$ cat src/shared/mvrb_consts.svh
`ifndef MVRB_CONSTS_SVH
`define MVRB_CONSTS_SVH
`define MVRB_NREG            10
`define MVRB_WR_BASE         8'h0D
`define MVRB_RD_OFS          8'h80
`define MVRB_IDX_AUX5        8'h0D
`define MVRB_IDX_MIC         8'h0E
`define MVRB_IDX_AUX6        8'h0F
`define MVRB_IDX_CONV_MIX_L  8'h10
`define MVRB_IDX_CONV_MIX_R  8'h11
`define MVRB_IDX_OUT_L       8'h12
`define MVRB_IDX_OUT_R       8'h13
`define MVRB_IDX_CONV_MST_L  8'h14
`define MVRB_IDX_CONV_MST_R  8'h15
`define MVRB_IDX_MONO        8'h16
`define MVRB_RST_MIX         8'h68
`define MVRB_RST_MASTER      8'h60
`define MVRB_MASK_FULL       8'h3F
`define MVRB_MASK_AUX6       8'h3E
`define MVRB_MUTE_BIT        5
`define MVRB_MIX_TOP_HDB     8'sh18
`define MVRB_MIX_STEP_HDB    8'sh03
`define MVRB_AUX6_STEP_HDB   8'sh06
`define MVRB_MST_STEP_HDB    8'sh03
`define MVRB_RESP_OKAY       2'h0
`define MVRB_RESP_SLVERR     2'h2
`endif

$ cat src/shared/mvrb_pkg.sv
package mvrb_pkg;
    typedef logic [7:0]        mvrb_byte_t;
    typedef logic signed [7:0] mvrb_hdb_t;
    typedef enum logic [1:0] {MVRB_LAW_MIX, MVRB_LAW_AUX6, MVRB_LAW_MASTER} mvrb_law_e;
    typedef enum logic {MVRB_WR_IDLE, MVRB_WR_RESP} mvrb_wr_e;
    typedef enum logic {MVRB_RD_IDLE, MVRB_RD_RESP} mvrb_rd_e;
endpackage : mvrb_pkg

$ cat src/design/mvrb_bank.sv
// Functional notes
// - aux five register written 0Dh, read 8Dh
// - mute at D5, five-bit gain D4..D0
// - mixer gain +12 dB minus 1.5 dB/step
// - mute set silences path whatever the gain
// - microphone register written 0Eh, read 8Eh
// - aux six gain D4..D1, D0 zero
// - aux six gain 0 dB minus 3 dB/step
// - aux six and masters reset to 60h
// - aux five, mic, converter mixers reset 68h
// - converter mixer pair at 10h/11h, read +80h
// - line out master pair at 12h/13h
// - master gain 0 dB minus 1.5 dB/step
// - converter master pair at 14h/15h
// - mono master written 16h, read 96h
// - left and right stored independently
`timescale 1ns/100ps
`include "mvrb_consts.svh"
module mvrb_bank (
    // clock and reset
    input  wire logic        sys_clk,
    input  wire logic        sys_rst,
    // axi4-lite write address
    input  wire logic        s_axi_awvalid,
    output logic             s_axi_awready,
    input  wire logic [31:0] s_axi_awaddr,
    // axi4-lite write data
    input  wire logic        s_axi_wvalid,
    output logic             s_axi_wready,
    input  wire logic [31:0] s_axi_wdata,
    input  wire logic [3:0]  s_axi_wstrb,
    // axi4-lite write response
    output logic             s_axi_bvalid,
    input  wire logic        s_axi_bready,
    output logic [1:0]       s_axi_bresp,
    // axi4-lite read address
    input  wire logic        s_axi_arvalid,
    output logic             s_axi_arready,
    input  wire logic [31:0] s_axi_araddr,
    // axi4-lite read data
    output logic             s_axi_rvalid,
    input  wire logic        s_axi_rready,
    output logic [31:0]      s_axi_rdata,
    output logic [1:0]       s_axi_rresp,
    // mixer input paths
    output logic             aux_five_mute,
    output mvrb_pkg::mvrb_hdb_t aux_five_gain_hdb,
    output logic             microphone_mute,
    output mvrb_pkg::mvrb_hdb_t microphone_gain_hdb,
    output logic             aux_six_mute,
    output mvrb_pkg::mvrb_hdb_t aux_six_gain_hdb,
    output logic             converter_left_mixer_mute,
    output mvrb_pkg::mvrb_hdb_t converter_left_mixer_gain_hdb,
    output logic             converter_right_mixer_mute,
    output mvrb_pkg::mvrb_hdb_t converter_right_mixer_gain_hdb,
    // master paths
    output logic             line_out_left_mute,
    output mvrb_pkg::mvrb_hdb_t line_out_left_gain_hdb,
    output logic             line_out_right_mute,
    output mvrb_pkg::mvrb_hdb_t line_out_right_gain_hdb,
    output logic             converter_left_master_mute,
    output mvrb_pkg::mvrb_hdb_t converter_left_master_gain_hdb,
    output logic             converter_right_master_mute,
    output mvrb_pkg::mvrb_hdb_t converter_right_master_gain_hdb,
    output logic             single_channel_master_mute,
    output mvrb_pkg::mvrb_hdb_t single_channel_master_gain_hdb
);
    import mvrb_pkg::*;

    // slot = register index minus the first write index
    function automatic mvrb_law_e slot_law(input int i);
        mvrb_byte_t idx;
        idx = `MVRB_WR_BASE + 8'(i);
        if (idx == `MVRB_IDX_AUX6) begin
            slot_law = MVRB_LAW_AUX6;
        end else if (idx >= `MVRB_IDX_OUT_L) begin
            slot_law = MVRB_LAW_MASTER;
        end else begin
            slot_law = MVRB_LAW_MIX;
        end
    endfunction : slot_law

    function automatic mvrb_byte_t slot_rst(input int i);
        slot_rst = (slot_law(i) == MVRB_LAW_MIX) ? `MVRB_RST_MIX : `MVRB_RST_MASTER;
    endfunction : slot_rst

    function automatic mvrb_byte_t slot_mask(input int i);
        slot_mask = (slot_law(i) == MVRB_LAW_AUX6) ? `MVRB_MASK_AUX6 : `MVRB_MASK_FULL;
    endfunction : slot_mask

    // {hit, slot} for a byte address against a window base
    function automatic logic [4:0] slot_of(input logic [31:0] a, input mvrb_byte_t base);
        mvrb_byte_t d;
        d = a[9:2] - base;
        slot_of = {(a[31:10] == 22'h0) && (a[1:0] == 2'h0) && (a[9:2] >= base)
                   && (d < 8'(`MVRB_NREG)), d[3:0]};
    endfunction : slot_of

    mvrb_byte_t reg_q [`MVRB_NREG];
    logic       mute_w [`MVRB_NREG];
    mvrb_hdb_t  gain_w [`MVRB_NREG];

    // write channel state
    mvrb_wr_e    wr_state_ff;
    logic        awready_ff;
    logic        wready_ff;
    logic        aw_got_ff;
    logic        w_got_ff;
    logic [31:0] awaddr_ff;
    mvrb_byte_t  wdata_ff;
    logic        wstrb0_ff;
    logic        bvalid_ff;
    logic [1:0]  bresp_ff;
    logic        wr_en_ff;
    logic [3:0]  wr_slot_ff;
    mvrb_byte_t  wr_data_ff;
    logic [4:0]  wr_hit;

    // read channel state
    mvrb_rd_e    rd_state_ff;
    logic        arready_ff;
    logic        rvalid_ff;
    logic [31:0] rdata_ff;
    logic [1:0]  rresp_ff;
    logic [4:0]  rd_hit;

    assign wr_hit = slot_of(awaddr_ff, `MVRB_WR_BASE);
    assign rd_hit = slot_of(s_axi_araddr, `MVRB_RD_OFS + `MVRB_WR_BASE);

    // address and data are taken in either order, each held until the response
    always_ff @(posedge sys_clk) begin
        if (sys_rst) begin
            awready_ff <= 1'b1;
            aw_got_ff  <= 1'b0;
            awaddr_ff  <= 32'h0;
        end else if (s_axi_awvalid && awready_ff) begin
            awready_ff <= 1'b0;
            aw_got_ff  <= 1'b1;
            awaddr_ff  <= s_axi_awaddr;
        end else if (bvalid_ff && s_axi_bready) begin
            awready_ff <= 1'b1;
            aw_got_ff  <= 1'b0;
        end
    end

    always_ff @(posedge sys_clk) begin
        if (sys_rst) begin
            wready_ff <= 1'b1;
            w_got_ff  <= 1'b0;
            wdata_ff  <= 8'h00;
            wstrb0_ff <= 1'b0;
        end else if (s_axi_wvalid && wready_ff) begin
            wready_ff <= 1'b0;
            w_got_ff  <= 1'b1;
            wdata_ff  <= s_axi_wdata[7:0];
            wstrb0_ff <= s_axi_wstrb[0];
        end else if (bvalid_ff && s_axi_bready) begin
            wready_ff <= 1'b1;
            w_got_ff  <= 1'b0;
        end
    end

    // one write per response; unmapped or read-window writes get slverr
    always_ff @(posedge sys_clk) begin
        if (sys_rst) begin
            wr_state_ff <= MVRB_WR_IDLE;
            bvalid_ff   <= 1'b0;
            bresp_ff    <= `MVRB_RESP_OKAY;
            wr_en_ff    <= 1'b0;
            wr_slot_ff  <= 4'h0;
            wr_data_ff  <= 8'h00;
        end else begin
            wr_en_ff <= 1'b0;
            unique case (wr_state_ff)
                MVRB_WR_IDLE: begin
                    if (aw_got_ff && w_got_ff) begin
                        wr_en_ff    <= wr_hit[4] && wstrb0_ff;
                        wr_slot_ff  <= wr_hit[3:0];
                        wr_data_ff  <= wdata_ff;
                        bvalid_ff   <= 1'b1;
                        bresp_ff    <= wr_hit[4] ? `MVRB_RESP_OKAY : `MVRB_RESP_SLVERR;
                        wr_state_ff <= MVRB_WR_RESP;
                    end
                end
                MVRB_WR_RESP: begin
                    if (s_axi_bready) begin
                        bvalid_ff   <= 1'b0;
                        wr_state_ff <= MVRB_WR_IDLE;
                    end
                end
            endcase
        end
    end

    // reads answer one cycle after the address is taken
    always_ff @(posedge sys_clk) begin
        if (sys_rst) begin
            rd_state_ff <= MVRB_RD_IDLE;
            arready_ff  <= 1'b1;
            rvalid_ff   <= 1'b0;
            rdata_ff    <= 32'h0;
            rresp_ff    <= `MVRB_RESP_OKAY;
        end else begin
            unique case (rd_state_ff)
                MVRB_RD_IDLE: begin
                    if (s_axi_arvalid) begin
                        arready_ff  <= 1'b0;
                        rvalid_ff   <= 1'b1;
                        rdata_ff    <= rd_hit[4] ? {24'h0, reg_q[rd_hit[3:0]]} : 32'h0;
                        rresp_ff    <= rd_hit[4] ? `MVRB_RESP_OKAY : `MVRB_RESP_SLVERR;
                        rd_state_ff <= MVRB_RD_RESP;
                    end
                end
                MVRB_RD_RESP: begin
                    if (s_axi_rready) begin
                        arready_ff  <= 1'b1;
                        rvalid_ff   <= 1'b0;
                        rd_state_ff <= MVRB_RD_IDLE;
                    end
                end
            endcase
        end
    end

    // one register and one applied path per slot, each pair member separate
    for (genvar i = 0; i < `MVRB_NREG; i++) begin : g_slot
        mvrb_reg #(
            .RST_VAL (slot_rst(i)),
            .WR_MASK (slot_mask(i))
        ) u_reg (
            .sys_clk (sys_clk),
            .sys_rst (sys_rst),
            .wr_en   (wr_en_ff && (wr_slot_ff == 4'(i))),
            .wr_data (wr_data_ff),
            .q_ff    (reg_q[i])
        );
        mvrb_path #(
            .LAW (slot_law(i))
        ) u_path (
            .sys_clk     (sys_clk),
            .sys_rst     (sys_rst),
            .reg_val     (reg_q[i]),
            .mute_ff     (mute_w[i]),
            .gain_hdb_ff (gain_w[i])
        );
    end

    assign s_axi_awready = awready_ff;
    assign s_axi_wready  = wready_ff;
    assign s_axi_bvalid  = bvalid_ff;
    assign s_axi_bresp   = bresp_ff;
    assign s_axi_arready = arready_ff;
    assign s_axi_rvalid  = rvalid_ff;
    assign s_axi_rdata   = rdata_ff;
    assign s_axi_rresp   = rresp_ff;

    assign aux_five_mute                   = mute_w[0];
    assign aux_five_gain_hdb               = gain_w[0];
    assign microphone_mute                 = mute_w[1];
    assign microphone_gain_hdb             = gain_w[1];
    assign aux_six_mute                    = mute_w[2];
    assign aux_six_gain_hdb                = gain_w[2];
    assign converter_left_mixer_mute       = mute_w[3];
    assign converter_left_mixer_gain_hdb   = gain_w[3];
    assign converter_right_mixer_mute      = mute_w[4];
    assign converter_right_mixer_gain_hdb  = gain_w[4];
    assign line_out_left_mute              = mute_w[5];
    assign line_out_left_gain_hdb          = gain_w[5];
    assign line_out_right_mute             = mute_w[6];
    assign line_out_right_gain_hdb         = gain_w[6];
    assign converter_left_master_mute      = mute_w[7];
    assign converter_left_master_gain_hdb  = gain_w[7];
    assign converter_right_master_mute     = mute_w[8];
    assign converter_right_master_gain_hdb = gain_w[8];
    assign single_channel_master_mute      = mute_w[9];
    assign single_channel_master_gain_hdb  = gain_w[9];

    // checks
    logic any_d7;
    always_comb begin
        any_d7 = 1'b0;
        for (int k = 0; k < `MVRB_NREG; k++) begin
            any_d7 = any_d7 | reg_q[k][7];
        end
    end

    logic ar_take;
    assign ar_take = s_axi_arvalid && arready_ff;
endmodule : mvrb_bank

$ cat src/design/mvrb_reg.sv
`timescale 1ns/100ps
module mvrb_reg #(
    parameter mvrb_pkg::mvrb_byte_t RST_VAL = 8'h00,
    parameter mvrb_pkg::mvrb_byte_t WR_MASK = 8'hFF
) (
    // clock and reset
    input  wire logic             sys_clk,
    input  wire logic             sys_rst,
    // write side
    input  wire logic             wr_en,
    input  wire mvrb_pkg::mvrb_byte_t wr_data,
    // stored value
    output mvrb_pkg::mvrb_byte_t  q_ff
);
    import mvrb_pkg::*;

    always_ff @(posedge sys_clk) begin
        if (sys_rst) begin
            q_ff <= RST_VAL;
        end else if (wr_en) begin
            q_ff <= wr_data & WR_MASK;
        end
    end
endmodule : mvrb_reg

$ cat src/design/mvrb_path.sv
`timescale 1ns/100ps
`include "mvrb_consts.svh"
module mvrb_path #(
    parameter mvrb_pkg::mvrb_law_e LAW = mvrb_pkg::MVRB_LAW_MIX
) (
    // clock and reset
    input  wire logic             sys_clk,
    input  wire logic             sys_rst,
    // register contents
    input  wire mvrb_pkg::mvrb_byte_t reg_val,
    // applied setting
    output logic                  mute_ff,
    output mvrb_pkg::mvrb_hdb_t   gain_hdb_ff
);
    import mvrb_pkg::*;

    // gain in half-dB units
    function automatic mvrb_hdb_t gain_of(input mvrb_byte_t v);
        mvrb_hdb_t c5;
        mvrb_hdb_t c4;
        c5 = {3'h0, v[4:0]};
        c4 = {4'h0, v[4:1]};
        unique case (LAW)
            MVRB_LAW_MIX:    gain_of = `MVRB_MIX_TOP_HDB - `MVRB_MIX_STEP_HDB * c5;
            MVRB_LAW_AUX6:   gain_of = 8'sh00 - `MVRB_AUX6_STEP_HDB * c4;
            MVRB_LAW_MASTER: gain_of = 8'sh00 - `MVRB_MST_STEP_HDB * c5;
        endcase
    endfunction : gain_of

    always_ff @(posedge sys_clk) begin
        if (sys_rst) begin
            mute_ff <= 1'b1;
        end else begin
            mute_ff <= reg_val[`MVRB_MUTE_BIT];
        end
    end

    always_ff @(posedge sys_clk) begin
        if (sys_rst) begin
            gain_hdb_ff <= 8'sh00;
        end else begin
            gain_hdb_ff <= gain_of(reg_val);
        end
    end
endmodule : mvrb_path

$ cat config.mk
export PLATFORM = sky130hd
export DESIGN_NAME = mvrb_bank
export DESIGN_NICKNAME = d
export VERILOG_FILES = /design/src/shared/mvrb_pkg.sv /design/src/design/mvrb_bank.sv /design/src/design/mvrb_reg.sv /design/src/design/mvrb_path.sv
export VERILOG_INCLUDE_DIRS = /design/src /design/src/shared
export SDC_FILE = /design/constraint.sdc
export NUM_CORES = 1
export LEC_CHECK = 0
export BUFFER_PORTS_ARGS = -buffer_cell sky130_fd_sc_hd__clkbuf_2
export CORE_MARGIN = 3
export CORE_UTILIZATION = 55
export DETAILED_ROUTE_END_ITERATION = 10
export HOLD_SLACK_MARGIN = 0.02
export MAX_ROUTING_LAYER = met4
export PLACE_DENSITY = 0.8
export SLEW_MARGIN = 20
export SYNTH_ARGS = -nofsm -noshare
export SYNTH_HDL_FRONTEND = slang
export SYNTH_SLANG_ARGS = --single-unit
export TNS_END_PERCENT = 100
$ cat constraint.sdc
create_clock -name sys_clk -period 6.44 [get_ports sys_clk]
set_input_delay 0.322 -clock sys_clk [delete_from_list [all_inputs] [get_ports sys_clk]]
set_output_delay 0.322 -clock sys_clk [all_outputs]
set_load 0.005 [all_outputs]
**Word level (Yosys, flattened, before mapping)**

Cells that the tools add are included.

- Output and inout port bits: 131
- Flip-flop bits (word level): 254

- Multiply operators: 10
- Eq/ne operators: 13
- Add/sub/neg operators: 12
- Bitwise operators: 4
- Multiplexer cells: 27
- Reduce and logical (&&, ||, !) cells: 33
- Magnitude comparators: 5

Operator list:

| cell | count |
|---|---|
| 2-bit by 5-bit multiplier with 7-bit output (first input constant) | 9 |
| 1-bit by 8-bit subtractor with 8-bit output (first input constant) | 6 |
| 22-bit zero test | 2 |
| 8-bit binary-select mux with 4-bit select | 1 |
| 6-bit by 8-bit subtractor with 8-bit output (first input constant) | 4 |
| 8-bit 2-to-1 mux | 3 |
| 1-bit logical AND | 21 |
| 4-bit by 3-bit equality test with 1-bit output (second input constant) | 4 |
| 8-bit by 4-bit < comparator with 1-bit output (second input constant) | 2 |
| 1-bit 2-to-1 mux | 16 |
| 1-bit case mux with 2 select lines | 5 |
| 4-bit by 2-bit equality test with 1-bit output (second input constant) | 2 |
| 4-bit equality test (second input constant) | 2 |
| 8-bit by 4-bit greater-or-equal comparator with 1-bit output (second input constant) | 1 |
| 8-bit greater-or-equal comparator (second input constant) | 1 |
| 2-bit inequality test (second input constant) | 4 |
| 2-bit AND reduction | 4 |
| 8-bit by 4-bit subtractor with 8-bit output (second input constant) | 1 |
| 8-bit subtractor (second input constant) | 1 |
| 2-bit by 4-bit multiplier with 6-bit output (first input constant) | 1 |
| 5-bit greater-or-equal comparator (second input constant) | 1 |
| 4-bit NOT with 5-bit output | 1 |
| 4-bit by 1-bit equality test with 1-bit output (second input constant) | 1 |
| 2-bit zero test | 2 |
| 5 further kinds | 9 |

**Logic depth before layout (Yosys ltp)**

Gate-level depths: netlist of the first run.

- Depth in word-level cells: 6
- Mapped depth: 9

**Hierarchy**

A second synthesis of the first run with hierarchy kept.

- Cells, all modules: 1,225
- Area total of the unflattened synthesis: 11,666.2 um^2

Modules (own cells, without submodules):

| module | area an instance (um^2) | instances | cells each | sequential area each (um^2) |
|---|---|---|---|---|
| mvrb_bank | 3,870.0 | 1 | 451 | 1,461.4 |
| mvrb_path (g_slot[0].u_path ...) | 535.5 | 4 | 55 | 180.2 |
| mvrb_path (g_slot[5].u_path ...) | 510.5 | 4 | 53 | 180.2 |
| mvrb_reg (g_slot[5].u_reg ...) | 260.2 | 5 | 24 | 140.1 |
| mvrb_reg (g_slot[0].u_reg ...) | 264.0 | 4 | 24 | 140.1 |
| mvrb_path (g_slot[2].u_path) | 523.0 | 1 | 52 | 160.2 |
| mvrb_path (g_slot[9].u_path) | 498.0 | 1 | 52 | 180.2 |
| mvrb_reg (g_slot[2].u_reg) | 234.0 | 1 | 22 | 120.1 |

**Least setup slack after synthesis of the first run**

No wires, ideal clock.

- Path type: input -> register
- Start point: input s_axi_araddr[2]
- End point: register rdata_ff[0], in the netlist s_axi_rdata[0]
- Setup time: 71 ps
- Stages: 9
- Arrival time: 2,412 ps
- Path buffers: 3
- Setup slack: 3,958 ps
- Path through: buf_2 -> inv_1 -> ha_1 -> buf_2 -> buf_1 -> nand2_1 -> a2111oi_1 -> nand3_1 -> o21ai_1

- Longest elaborated chain between the ends: 6
- Elaborated cells on any way between the ends: 10
- Classes of those cells: 1 x add/sub; 2 x order compare; 4 x mux; 1 x bitwise; 2 x reduce/logical

RTL lines:

| element | RTL line | RTL |
|---|---|---|
| start, declared | mvrb_bank.sv:39 | `input wire logic [31:0] s_axi_araddr,` |
| 8-bit subtractor | mvrb_bank.sv:94 | `d = a[9:2] - base;` |
| 4-bit NOT with 5-bit output (not written as such) | mvrb_bank.sv:209 | `rdata_ff <= rd_hit[4] ? {24'h0, reg_q[rd_hit[3:0]]} : 32'h0;` |
| 8-bit binary-select mux with 4-bit select | mvrb_bank.sv:209 |  |
| 8-bit 2-to-1 mux (not written as such) (2 in series) | mvrb_bank.sv:209 |  |
| 8-bit 2-to-1 mux * | mvrb_bank.sv:209 |  |
| end signal, assigned | mvrb_bank.sv:209 |  |
| end, declared | mvrb_bank.sv:123 | `logic [31:0] rdata_ff;` |

Every way passes the cells marked *; elsewhere a longest branch is shown, timed or not. The select of a mux whose other input is x is not followed.
A chain may end at the register's enable or synchronous reset.

**Worst setup path after layout of the first run**

- Start point: input s_axi_araddr[2]
- End point: register rdata_ff[2], in the netlist s_axi_rdata[2]

The elaborated chain is that of the path after synthesis.

==> results.md, run 1 <==
- Outcome: completed
- Fin area: 12900 µm²
- PortBufs: 180
- Hold Path Origin: s_axi_awaddr[15]
- Worst vdd ir: 0.000165 V
- Synth Warn #: 0
- Fmax: 330 MHz
- Fraction of layout cells with a size suffix above 1: 18.1%
- Register area share after synthesis: 40.9%
- # Post-CTS Setup Buffers: 0
- WL/cell: 15.1 µm
- Placed cell area: 12000 µm²
- Final setup viols: 0
- Reg2Reg Launch Point: g_slot[1].u_reg.q_ff[1]
- DP Cell Count: 1638
- Initial Utilization: 56.5%
- Setup Slack @ Placement: 3.02 ns
- Comb pwr share: 5.2%
- Crit path kind: in2reg
- Overflow after GRT: 0
- I/O pin count: 238
- Clock transition at the registers of the reported paths: 0.06 ns
- Crit path setup slack, layout: 3.41 ns
- Post-synthesis cell type with the largest combined area: dfxtp_1
- Power Total: 3.04 mW
- Worst path arrival time: 3.47 ns
- Site row count: 51
- Clock Latency Late Sink: 0.52 ns
- Post-Syn Area: 11100 µm²
- Core area: 19600 µm²
- Worst hold margin: 0.0345 ns
- P&R area growth vs syn: 16.9%
- # resized after CTS: 0
- Slowest stage cell, crit path: xor2_1
- Initial antenna violation count: 0
- Total number of vias: 9111
- Layout Nets: 1600
- Final wirelength: 25.6 mm
- Drt initial violations: 534
- Post-synth EDFFs: 0
- Antenna diode count: 0
- First-pass DRT Iterations: 5
- Worst R2R Setup Slack: 3.94 ns
- Top-count cell post-synth: dfxtp_1
- Vias in the first global route: 8662
- Crit-path cells: clkbuf_2 -> inv_1 -> ha_1 -> xor2_1 -> nand2_1 -> a2111oi_1 -> nand3_1 -> o21ai_1
- Final TNS setup: 0 ns
- Post-synth cell types: 59
- Min-Delay Endpoint: awaddr_ff[15]
- Crit path buffers/inverters: 2
- Unrepaired setup endpoints after global routing: false
- Clk sinks: 226
- Fin cells: 1692
- CP max stage delay: 0.79 ns
- Global Route Usage Sum: 23.4%
- Endpoints failing hold: 0
- Final Cycle Share: 47.0%
- Worst slew margin: 33.3%
- Mapped Cells: 1249
- Via-to-Cell Ratio: 5.38
- Worst Reg2Reg Path Length in Cells: 7
- Int Pwr: 2.37 mW
- PwrDens: 235 nW/µm²
- Worst hold stages: 3
- Leak: 5.78 nW
- CP Launch Type: input port
- Post-synth top area share: 40.9%
- Post-synth top cells: dfxtp_1, nand2_1, nor2_1
- Seq cells post-synth: 226
- Synth Area per Inst: 8.87 µm²
- CP endpoint kind: register
- Clk pwr share: 47.7%
- First-pass GRT wire length: 41.6 mm
- GPL Wtd Cong: 0.865
- Antenna-violating nets left: 0
- Ys flop type: dfxtp_1
- Sequential share of power: 47.2%
- Num CTS Buffers: 24
- Clk buf depth: 3
- Max Cap Viol: 0
- Clock Skew: 0.0143 ns
- Die Area: 21900 µm²
- Worst-Margin Slew: 0.998 ns
- Area contributors post-synth: dfxtp_1, ha_1, nand2_1
- Hpwl dp: 17.9 mm
- NetSw: 0.672 mW
- Crit-path max FO: 27
- Worst Setup SP: s_axi_araddr[2]
- Tmin final: 3.03 ns
- Die Y: 148 µm
- Root buf cell: clkbuf_16
- Max Slew Vio Count: 0
- Worst Hold Class: in2reg
- Hold buffers post-CTS: 10
- FFs w/ async S/R, synth: 0%
- Final Util: 66.1%
- Die width: 148 µm
- Largest net degree at the start of global routing: 111
- Largest delay contributor family on the critical path: XOR/XNOR gates
- R2r endpoint: g_slot[1].u_path.gain_hdb_ff[6]
- H-tree Lvls: 1
- CTS tree: yes
- Drt drc: 0
- CP required: 6.89 ns
- Sw frac: 22.1%
-- power by group through the flow --
| stage | combinational [mW] | sequential, mW | clock, mW |
|---|---|---|---|
| 6_report | 0.157 | 1.44 | 1.45 |
| 3_5_place_dp | 0.150 | 1.47 | 0 |
| 2_1_floorplan | 0.114 | 1.46 | 0 |
| 4_1_cts | 0.155 | 1.44 | 1.47 |
| 3_3_place_gp | 0.147 | 1.47 | 0 |
| 5_1_grt | 0.175 | 1.44 | 1.54 |
-- registers in the layout, indices dropped and copies added, names as in the netlist --
register / flops
g_slot.u_path.gain_hdb_ff: 79
s_axi_wready: 1
wr_state_ff: 1
g_slot.u_path.mute_ff: 10
g_slot.u_reg.q_ff: 69
s_axi_awready: 1
wstrb0_ff: 1
rd_state_ff: 1
awaddr_ff: 32
aw_got_ff: 1
s_axi_rresp: 1
wr_data_ff: 6
s_axi_bresp: 1
wr_en_ff: 1
s_axi_arready: 1
w_got_ff: 1
wdata_ff: 6
s_axi_bvalid: 1
s_axi_rdata: 7
s_axi_rvalid: 1
wr_slot_ff: 4
-- worst max path at each step --
stage	to	slack [ns]	cells past startpoint
after global routing	s_axi_rdata[5]	3.02	8
final	s_axi_rdata[2]	3.41	8
after floorplan	s_axi_rdata[0]	3.96	9
after CTS	s_axi_rdata[2]	3.50	8
after global placement	s_axi_rdata[4]	3.13	8
after detailed placement	s_axi_rdata[6]	3.02	8
-- cell usage in the layout (no fill, tap or decap), types with 14 or more instances in the layout --
cell type and count:
clkbuf_2 179, o21ai_0 19, dfxtp_1 226, nand2_1 165
xnor2_1 61, nor2_1 120, inv_1 59, mux2i_1 42
o21ai_1 14, conb_1 28, nand3_1 46, clkbuf_16 25
a21oi_1 113, ha_1 74, a21o_1 17
-- layer usage --
metal	up-vias	wire length (µm)	GRT usage, %
met5	-	0	-
met4	0	703	7.07
met3	53	2080	3.92
met2	366	12000	39.4
met1	4194	10700	29.1
li1	4498	-	-
-- worst register-to-register path, cell delays in order, from the launching register on --
cell and delay [ns]:
dfxtp_1 0.40, ha_1 0.25, fa_1 0.46, a21o_1 0.20
a21oi_1 0.17, xnor2_1 0.17, or4b_1 0.58, a32oi_1 0.21
-- cell type report --
type                    instances  area [µm²]
flip-flops and latches        226        4520
well taps                     265         332
inverters                      59         221
clock buffers                  34         709
repair buffers                193        1030
multi-input cells             905        6000
clock inverters                10         136
fillers                      1598        6640
-- logic make-up after synthesis --
kind of cell / count (synthesis) / synth area share (%)
AOI/OAI and AO/OA: 217 / 11.6
xor gates and xnor gates: 74 / 5.85
adders and majority gates: 84 / 10.2
buffers and inverters: 145 / 5.91
DFF: 226 / 40.9
muxes: 63 / 7.25
other: 1 / 0.0339
and+or+nand+nor: 439 / 18.3
No activity file was read; power rests on OpenSTA's default activity.
==> run 2, diff against run 1 <==
Settings changed: CORE_UTILIZATION 55 to 50, PLACE_DENSITY 0.8 to 0.77.
Clock period 6.44 ns to 2.7 ns, I/O delays scaled along.
==> run 2 against run 1 <==
Net effect:
- sequential share of layout area down 1.3 points
- utilization down 3.3 points
- final area grew 3.8%
- highest routed layer unchanged
- clock power increased by 140%
- flip-flop and latch count unchanged
- worst setup slack got worse by 3.1 ns
- sequential power up 140%
- clock skew shrank 0.0035 ns
- hold slack lost 0.0077 ns
- via count rose by 2.3%
==> results.md, run 2 (synthesis results as in run 1) <==
- Commonest cells after routing, fill and taps aside: dfxtp_1, clkbuf_2, nand2_1, nor2_1, a21oi_1
- Largest net degree at the start of global routing: 159
- Largest Register: g_slot.u_path.gain_hdb_ff
- Final setup viols: 0
- H-tree Lvls: 1
- Fin area: 13400 µm²
- Antenna-violating nets left: 0
- GPL Wtd Cong: 0.805
- Max Cap Viol: 0
- Worst vdd ir: 0.000418 V
- Worst hold margin: 0.0268 ns
- Initial antenna violation count: 0
- Power Total: 7.37 mW
- Worst hold stages: 3
- Die Area: 24000 µm²
- WL/cell: 15.2 µm
- Unrepaired setup endpoints after global routing: false
- I/O pin count: 238
- Die Y: 155 µm
- Overflow after GRT: 0
- Worst path arrival time: 2.82 ns
- Final Util: 62.8%
- Setup Slack @ Placement: 0.333 ns
- Clock Latency Late Sink: 0.52 ns
- Final TNS setup: 0 ns
- Largest registers: g_slot.u_path.gain_hdb_ff: 79 flops, g_slot.u_reg.q_ff: 69 flops, awaddr_ff: 32 flops
- Antenna diode count: 0
- Final Cycle Share: 88.2%
- Worst slew margin: 29.9%
- Max Slew Vio Count: 0
- Clock Skew: 0.0108 ns
- DP Cell Count: 1657
- Drt initial violations: 603
- Hpwl dp: 18.1 mm
- Reg2Reg Launch Point: g_slot[1].u_reg.q_ff[0]
- Worst Reg2Reg Path Length in Cells: 7
- Total number of vias: 9322
- Clk sinks: 226
- Vias in the first global route: 8991
- Crit path setup slack, layout: 0.319 ns
- Global Route Usage Sum: 22.2%
- Initial Utilization: 51.7%
- CP Launch Type: register
- Core area: 21400 µm²
- Fraction of layout cells with a size suffix above 1: 18.3%
- PwrDens: 549 nW/µm²
- Fin cells: 1751
- Crit path kind: reg2reg
- Endpoints failing hold: 0
- First-pass GRT wire length: 43.3 mm
- Num CTS Buffers: 25
- CP endpoint kind: register
- Worst Hold Class: in2reg
- Leak: 6.01 nW
- Worst-Margin Slew: 1.05 ns
- CTS tree: yes
- Via-to-Cell Ratio: 5.32
- Layout Nets: 1648
- Tmin final: 2.38 ns
- Clk buf depth: 3
- Site row count: 53
- Final wirelength: 26.6 mm
- Fmax: 420 MHz
- Root buf cell: clkbuf_16
- Clock transition at the registers of the reported paths: 0.06 ns
- Commonest non-fill, non-tap cell in the layout: dfxtp_1
- Hold Path Origin: s_axi_wvalid
- R2r endpoint: g_slot[1].u_path.gain_hdb_ff[6]
- Crit-path max FO: 7
- Placed cell area: 12100 µm²
- First-pass DRT Iterations: 5
- P&R area growth vs syn: 21.4%
- Min-Delay Endpoint: wdata_ff[2]
- # Post-CTS Setup Buffers: 0
- Die width: 155 µm
- Number of flip-flops in the largest register: 79
- CP required: 3.14 ns
- PortBufs: 180
- Outcome: completed
- Drt drc: 0
- Worst R2R Setup Slack: 0.32 ns
==> run 2: timing repair <==
action / CTS / global route
resized for setup: 0 / 0
hold buffers: 48 / 0
endpoints found under the hold margin: 75 / 0
==> run 2: area by class of cell <==
type                    instances  area, µm²
clock buffers                  33        716
multi-input cells             905       6000
well taps                     275        344
clock inverters                13        150
repair buffers                240       1490
fillers                      1765       7980
flip-flops and latches        226       4520
inverters                      59        221
==> run 2: power by group <==
part	switching [mW]	internal, mW	leakage [nW]
clock network	1.35	2.15	0.433
registers	0.0387	3.39	1.83
logic	0.259	0.192	3.74
total	1.64	5.73	6.01
==> run 2: metal layers <==
| metal | wire (µm) | GRT usage, % | vias to the layer above |
|---|---|---|---|
| met2 | 12700 | 37.5 | 351 |
| met4 | 684 | 6.73 | 0 |
| li1 | - | - | 4596 |
| met1 | 11100 | 26.9 | 4314 |
| met5 | 0 | - | - |
| met3 | 2090 | 4.34 | 61 |
==> run 2: worst max path at each step <==
stage / startpoint / endpoint / slack, ns
global placement: g_slot[1].u_reg.q_ff[1] / g_slot[1].u_path.gain_hdb_ff[6] / 0.37
CTS: g_slot[1].u_reg.q_ff[0] / g_slot[1].u_path.gain_hdb_ff[6] / 0.32
detailed placement: g_slot[1].u_reg.q_ff[1] / g_slot[1].u_path.gain_hdb_ff[6] / 0.33
global route: g_slot[7].u_reg.q_ff[0] / g_slot[7].u_path.gain_hdb_ff[6] / 0.12
floorplan: s_axi_araddr[2] / s_axi_rdata[0] / 0.40
finish: g_slot[1].u_reg.q_ff[0] / g_slot[1].u_path.gain_hdb_ff[6] / 0.32
==> run 2: critical path: stages, from the launching register on <==
cell     delay (ns)
dfxtp_1        0.36
ha_1           0.25
fa_1           0.43
a21o_1         0.18
a21oi_1        0.16
xnor2_1        0.16
or4b_1         0.56
a32oi_1        0.19
==> run 3, diff against run 2 <==
Settings changed: ABC_AREA set to 1.
==> run 3 against run 2 <==
Net effect:
- die area down 1.4%
- combinational power up 25%
- largest power group unchanged
- cell count up 10%
- power up 1.9%
- sequential power up 1%
- fmax up 11%
- sequential share of layout area up 0.60 points
- critical endpoint is now g_slot[4].u_path.gain_hdb_ff[7]
- non-clock buffer count down 11
==> results.md, run 3 <==
- PwrDens: 569 nW/µm²
- Worst R2R Setup Slack: 0.55 ns
- Vias in the first global route: 9301
- WL/cell: 14.0 µm
- Max Cap Viol: 0
- Drt drc: 0
- Die width: 154 µm
- CP required: 3.07 ns
- Post-synth cell types: 41
- Crit-path cells: ha_1 -> inv_1 -> fa_1 -> inv_1 -> nor3_1 -> or2_1 -> or2_1 -> nand2_1 -> nand2_1 -> o21ai_0
- CTS tree: yes
- Largest family of logic cells by synthesized area: simple AND/OR/NAND/NOR gates
- First-pass GRT wire length: 44.1 mm
- Worst Hold Class: in2reg
- # resized after CTS: 0
- Min-Delay Endpoint: s_axi_rdata[5]
- Die Area: 23600 µm²
- H-tree Lvls: 1
- Fin cells: 1934
- CP max stage delay: 0.56 ns
- Worst Reg2Reg Path Length in Cells: 10
- Post-synthesis cell type with the largest combined area: dfxtp_1
- Global Route Usage Sum: 22.8%
- FFs w/ async S/R, synth: 0%
- # Post-CTS Setup Buffers: 0
- Worst slew margin: 49.6%
- Post-synthesis compound-gate area fraction: 16.0%
- Drt initial violations: 610
- Crit path kind: reg2reg
- Register area share after synthesis: 41.5%
- Endpoints failing hold: 0
- Outcome: completed
- Fraction of layout cells with a size suffix above 1: 15.3%
- Hold buffers post-CTS: 42
- Commonest non-fill, non-tap cell in the layout: dfxtp_1
- Number of flip-flops in the largest register: 79
- Clk sinks: 226
- Crit-path max FO: 6
- Synth Warn #: 0
- P&R area growth vs syn: 21.0%
- Worst hold margin: 0.0397 ns
- Fmax: 466 MHz
- Clock Latency Late Sink: 0.52 ns
- Reg2Reg Launch Point: g_slot[4].u_reg.q_ff[0]
- Synth Area in Simple Gates: 20.2%
- Post-synth top area share: 41.5%
- Post-synth EDFFs: 0
- Synth Area per Inst: 7.61 µm²
- Largest Register: g_slot.u_path.gain_hdb_ff
- Hold Path Origin: s_axi_araddr[8]
- Hpwl dp: 18.6 mm
- Worst hold stages: 4
- Antenna diode count: 0
- Ys flop type: dfxtp_1
- Seq cells post-synth: 226
- Clock Skew: 0.00762 ns
- Post-synth top cells: dfxtp_1, nand2_1, nor2_1
- Adder-Cell Fraction of Synth Area: 10.3%
- Largest registers: g_slot.u_path.gain_hdb_ff: 79 flops, g_slot.u_reg.q_ff: 69 flops, awaddr_ff: 32 flops
- Commonest cells after routing, fill and taps aside: dfxtp_1, nand2_1, nor2_1, clkbuf_2, o21ai_0
- Root buf cell: clkbuf_16
- Final TNS setup: 0 ns
- Crit path buffers/inverters: 2
- Worst vdd ir: 0.000410 V
- Worst path arrival time: 2.52 ns
- Slowest stage cell, crit path: fa_1
- Top-count cell post-synth: dfxtp_1
- PortBufs: 180
- CP Launch Type: register
- CP endpoint kind: register
- Tmin final: 2.15 ns
- Antenna-violating nets left: 0
- Total number of vias: 9819
- First-pass DRT Iterations: 5
- Via-to-Cell Ratio: 5.08
- Final setup viols: 0
- Num CTS Buffers: 25
- Worst-Margin Slew: 0.755 ns
- Die Y: 154 µm
- Site row count: 53
- Leak: 6.48 nW
- Multiplexer share of the synthesized area: 0%
- Clk buf depth: 3
- Max Slew Vio Count: 0
- Power Total: 7.52 mW
- Overflow after GRT: 0
- Post-synthesis xor/xnor area fraction: 2.97%
- Area contributors post-synth: dfxtp_1, ha_1, o21ai_0
- Fill count: 1874
- Layout Nets: 1831
- Mapped Cells: 1433
- Initial Utilization: 51.4%
- GPL Wtd Cong: 0.859
- R2r endpoint: g_slot[4].u_path.gain_hdb_ff[7]
- Final Cycle Share: 79.5%
- I/O pin count: 238
- Post-Syn Area: 10900 µm²
- Initial antenna violation count: 0
- Unrepaired setup endpoints after global routing: false
- Final wirelength: 27.1 mm
- Largest delay contributor family on the critical path: adder cells
- DP Cell Count: 1846
- Largest net degree at the start of global routing: 68
- Core area: 21200 µm²
- Clock transition at the registers of the reported paths: 0.06 ns
==> run 3: layer usage <==
layer | up-vias | routed length, µm | track usage [%]
met1 | 4469 | 11500 | 27.3
met4 | 0 | 550 | 6.01
met2 | 304 | 13300 | 39.6
met5 | - | 0 | -
li1 | 5005 | - | -
met3 | 41 | 1830 | 4.31
==> run 3: how the worst max path moves through the flow <==
| stage | startpoint | endpoint | slack, ns | cells past startpoint |
|---|---|---|---|---|
| floorplan | g_slot[4].u_reg.q_ff[0] | g_slot[4].u_path.gain_hdb_ff[7] | 0.80 | 10 |
| finish | g_slot[4].u_reg.q_ff[0] | g_slot[4].u_path.gain_hdb_ff[7] | 0.55 | 10 |
| global placement | g_slot[4].u_reg.q_ff[0] | g_slot[4].u_path.gain_hdb_ff[7] | 0.63 | 10 |
| CTS | g_slot[4].u_reg.q_ff[0] | g_slot[4].u_path.gain_hdb_ff[7] | 0.56 | 10 |
| global route | g_slot[4].u_reg.q_ff[0] | g_slot[4].u_path.gain_hdb_ff[7] | 0.32 | 10 |
| detailed placement | g_slot[4].u_reg.q_ff[0] | g_slot[4].u_path.gain_hdb_ff[7] | 0.59 | 10 |
==> run 3: worst min-delay path, delay by kind of cell <==
kind | cells | cell delay [ns]
buffers and inverters | 1 | 0.12
AO/OA/AOI/OAI | 2 | 0.15
AND/OR/NAND/NOR | 1 | 0.10
==> run 3: layout make-up <==
type	count	area (µm²)	share of cell area, %
Multi-Input combinational cell	1008	5500	41.7
Inverter	150	574	4.35
Tap cell	275	344	2.61
Sequential cell	226	4520	34.3
Clock buffer	31	688	5.21
Clock inverter	15	171	1.30
Timing Repair Buffer	229	1400	10.6
==> run 3: through the flow <==
| step | worst slack [ns] | instance area [µm²] | util (%) |
|---|---|---|---|
| detailed placement | 0.595 | 11900 | 56.2 |
| finish | 0.554 | 13200 | 62.2 |
| global route | 0.322 | 13200 | 62.2 |
| global placement | 0.631 | 11900 | 56.2 |
| CTS | 0.562 | 13200 | 62.2 |
| floorplan | 0.798 | 11000 | - |
==> run 3: cell families (layout without fill, tap and decap cells) <==
family                     count (synthesis)  in the layout
AOI/OAI and AO/OA                        336            336
xor gates and xnor gates                  37             37
adders and majority gates                 84             84
buffers and inverters                    226            425
DFF                                      226            226
other                                      1             28
and+or+nand+nor                          523            523
==> run 3: power by group <==
group	switching [mW]	internal, mW	leakage (nW)
clock network	1.38	2.11	0.415
registers	0.0585	3.40	1.83
logic	0.348	0.218	4.23
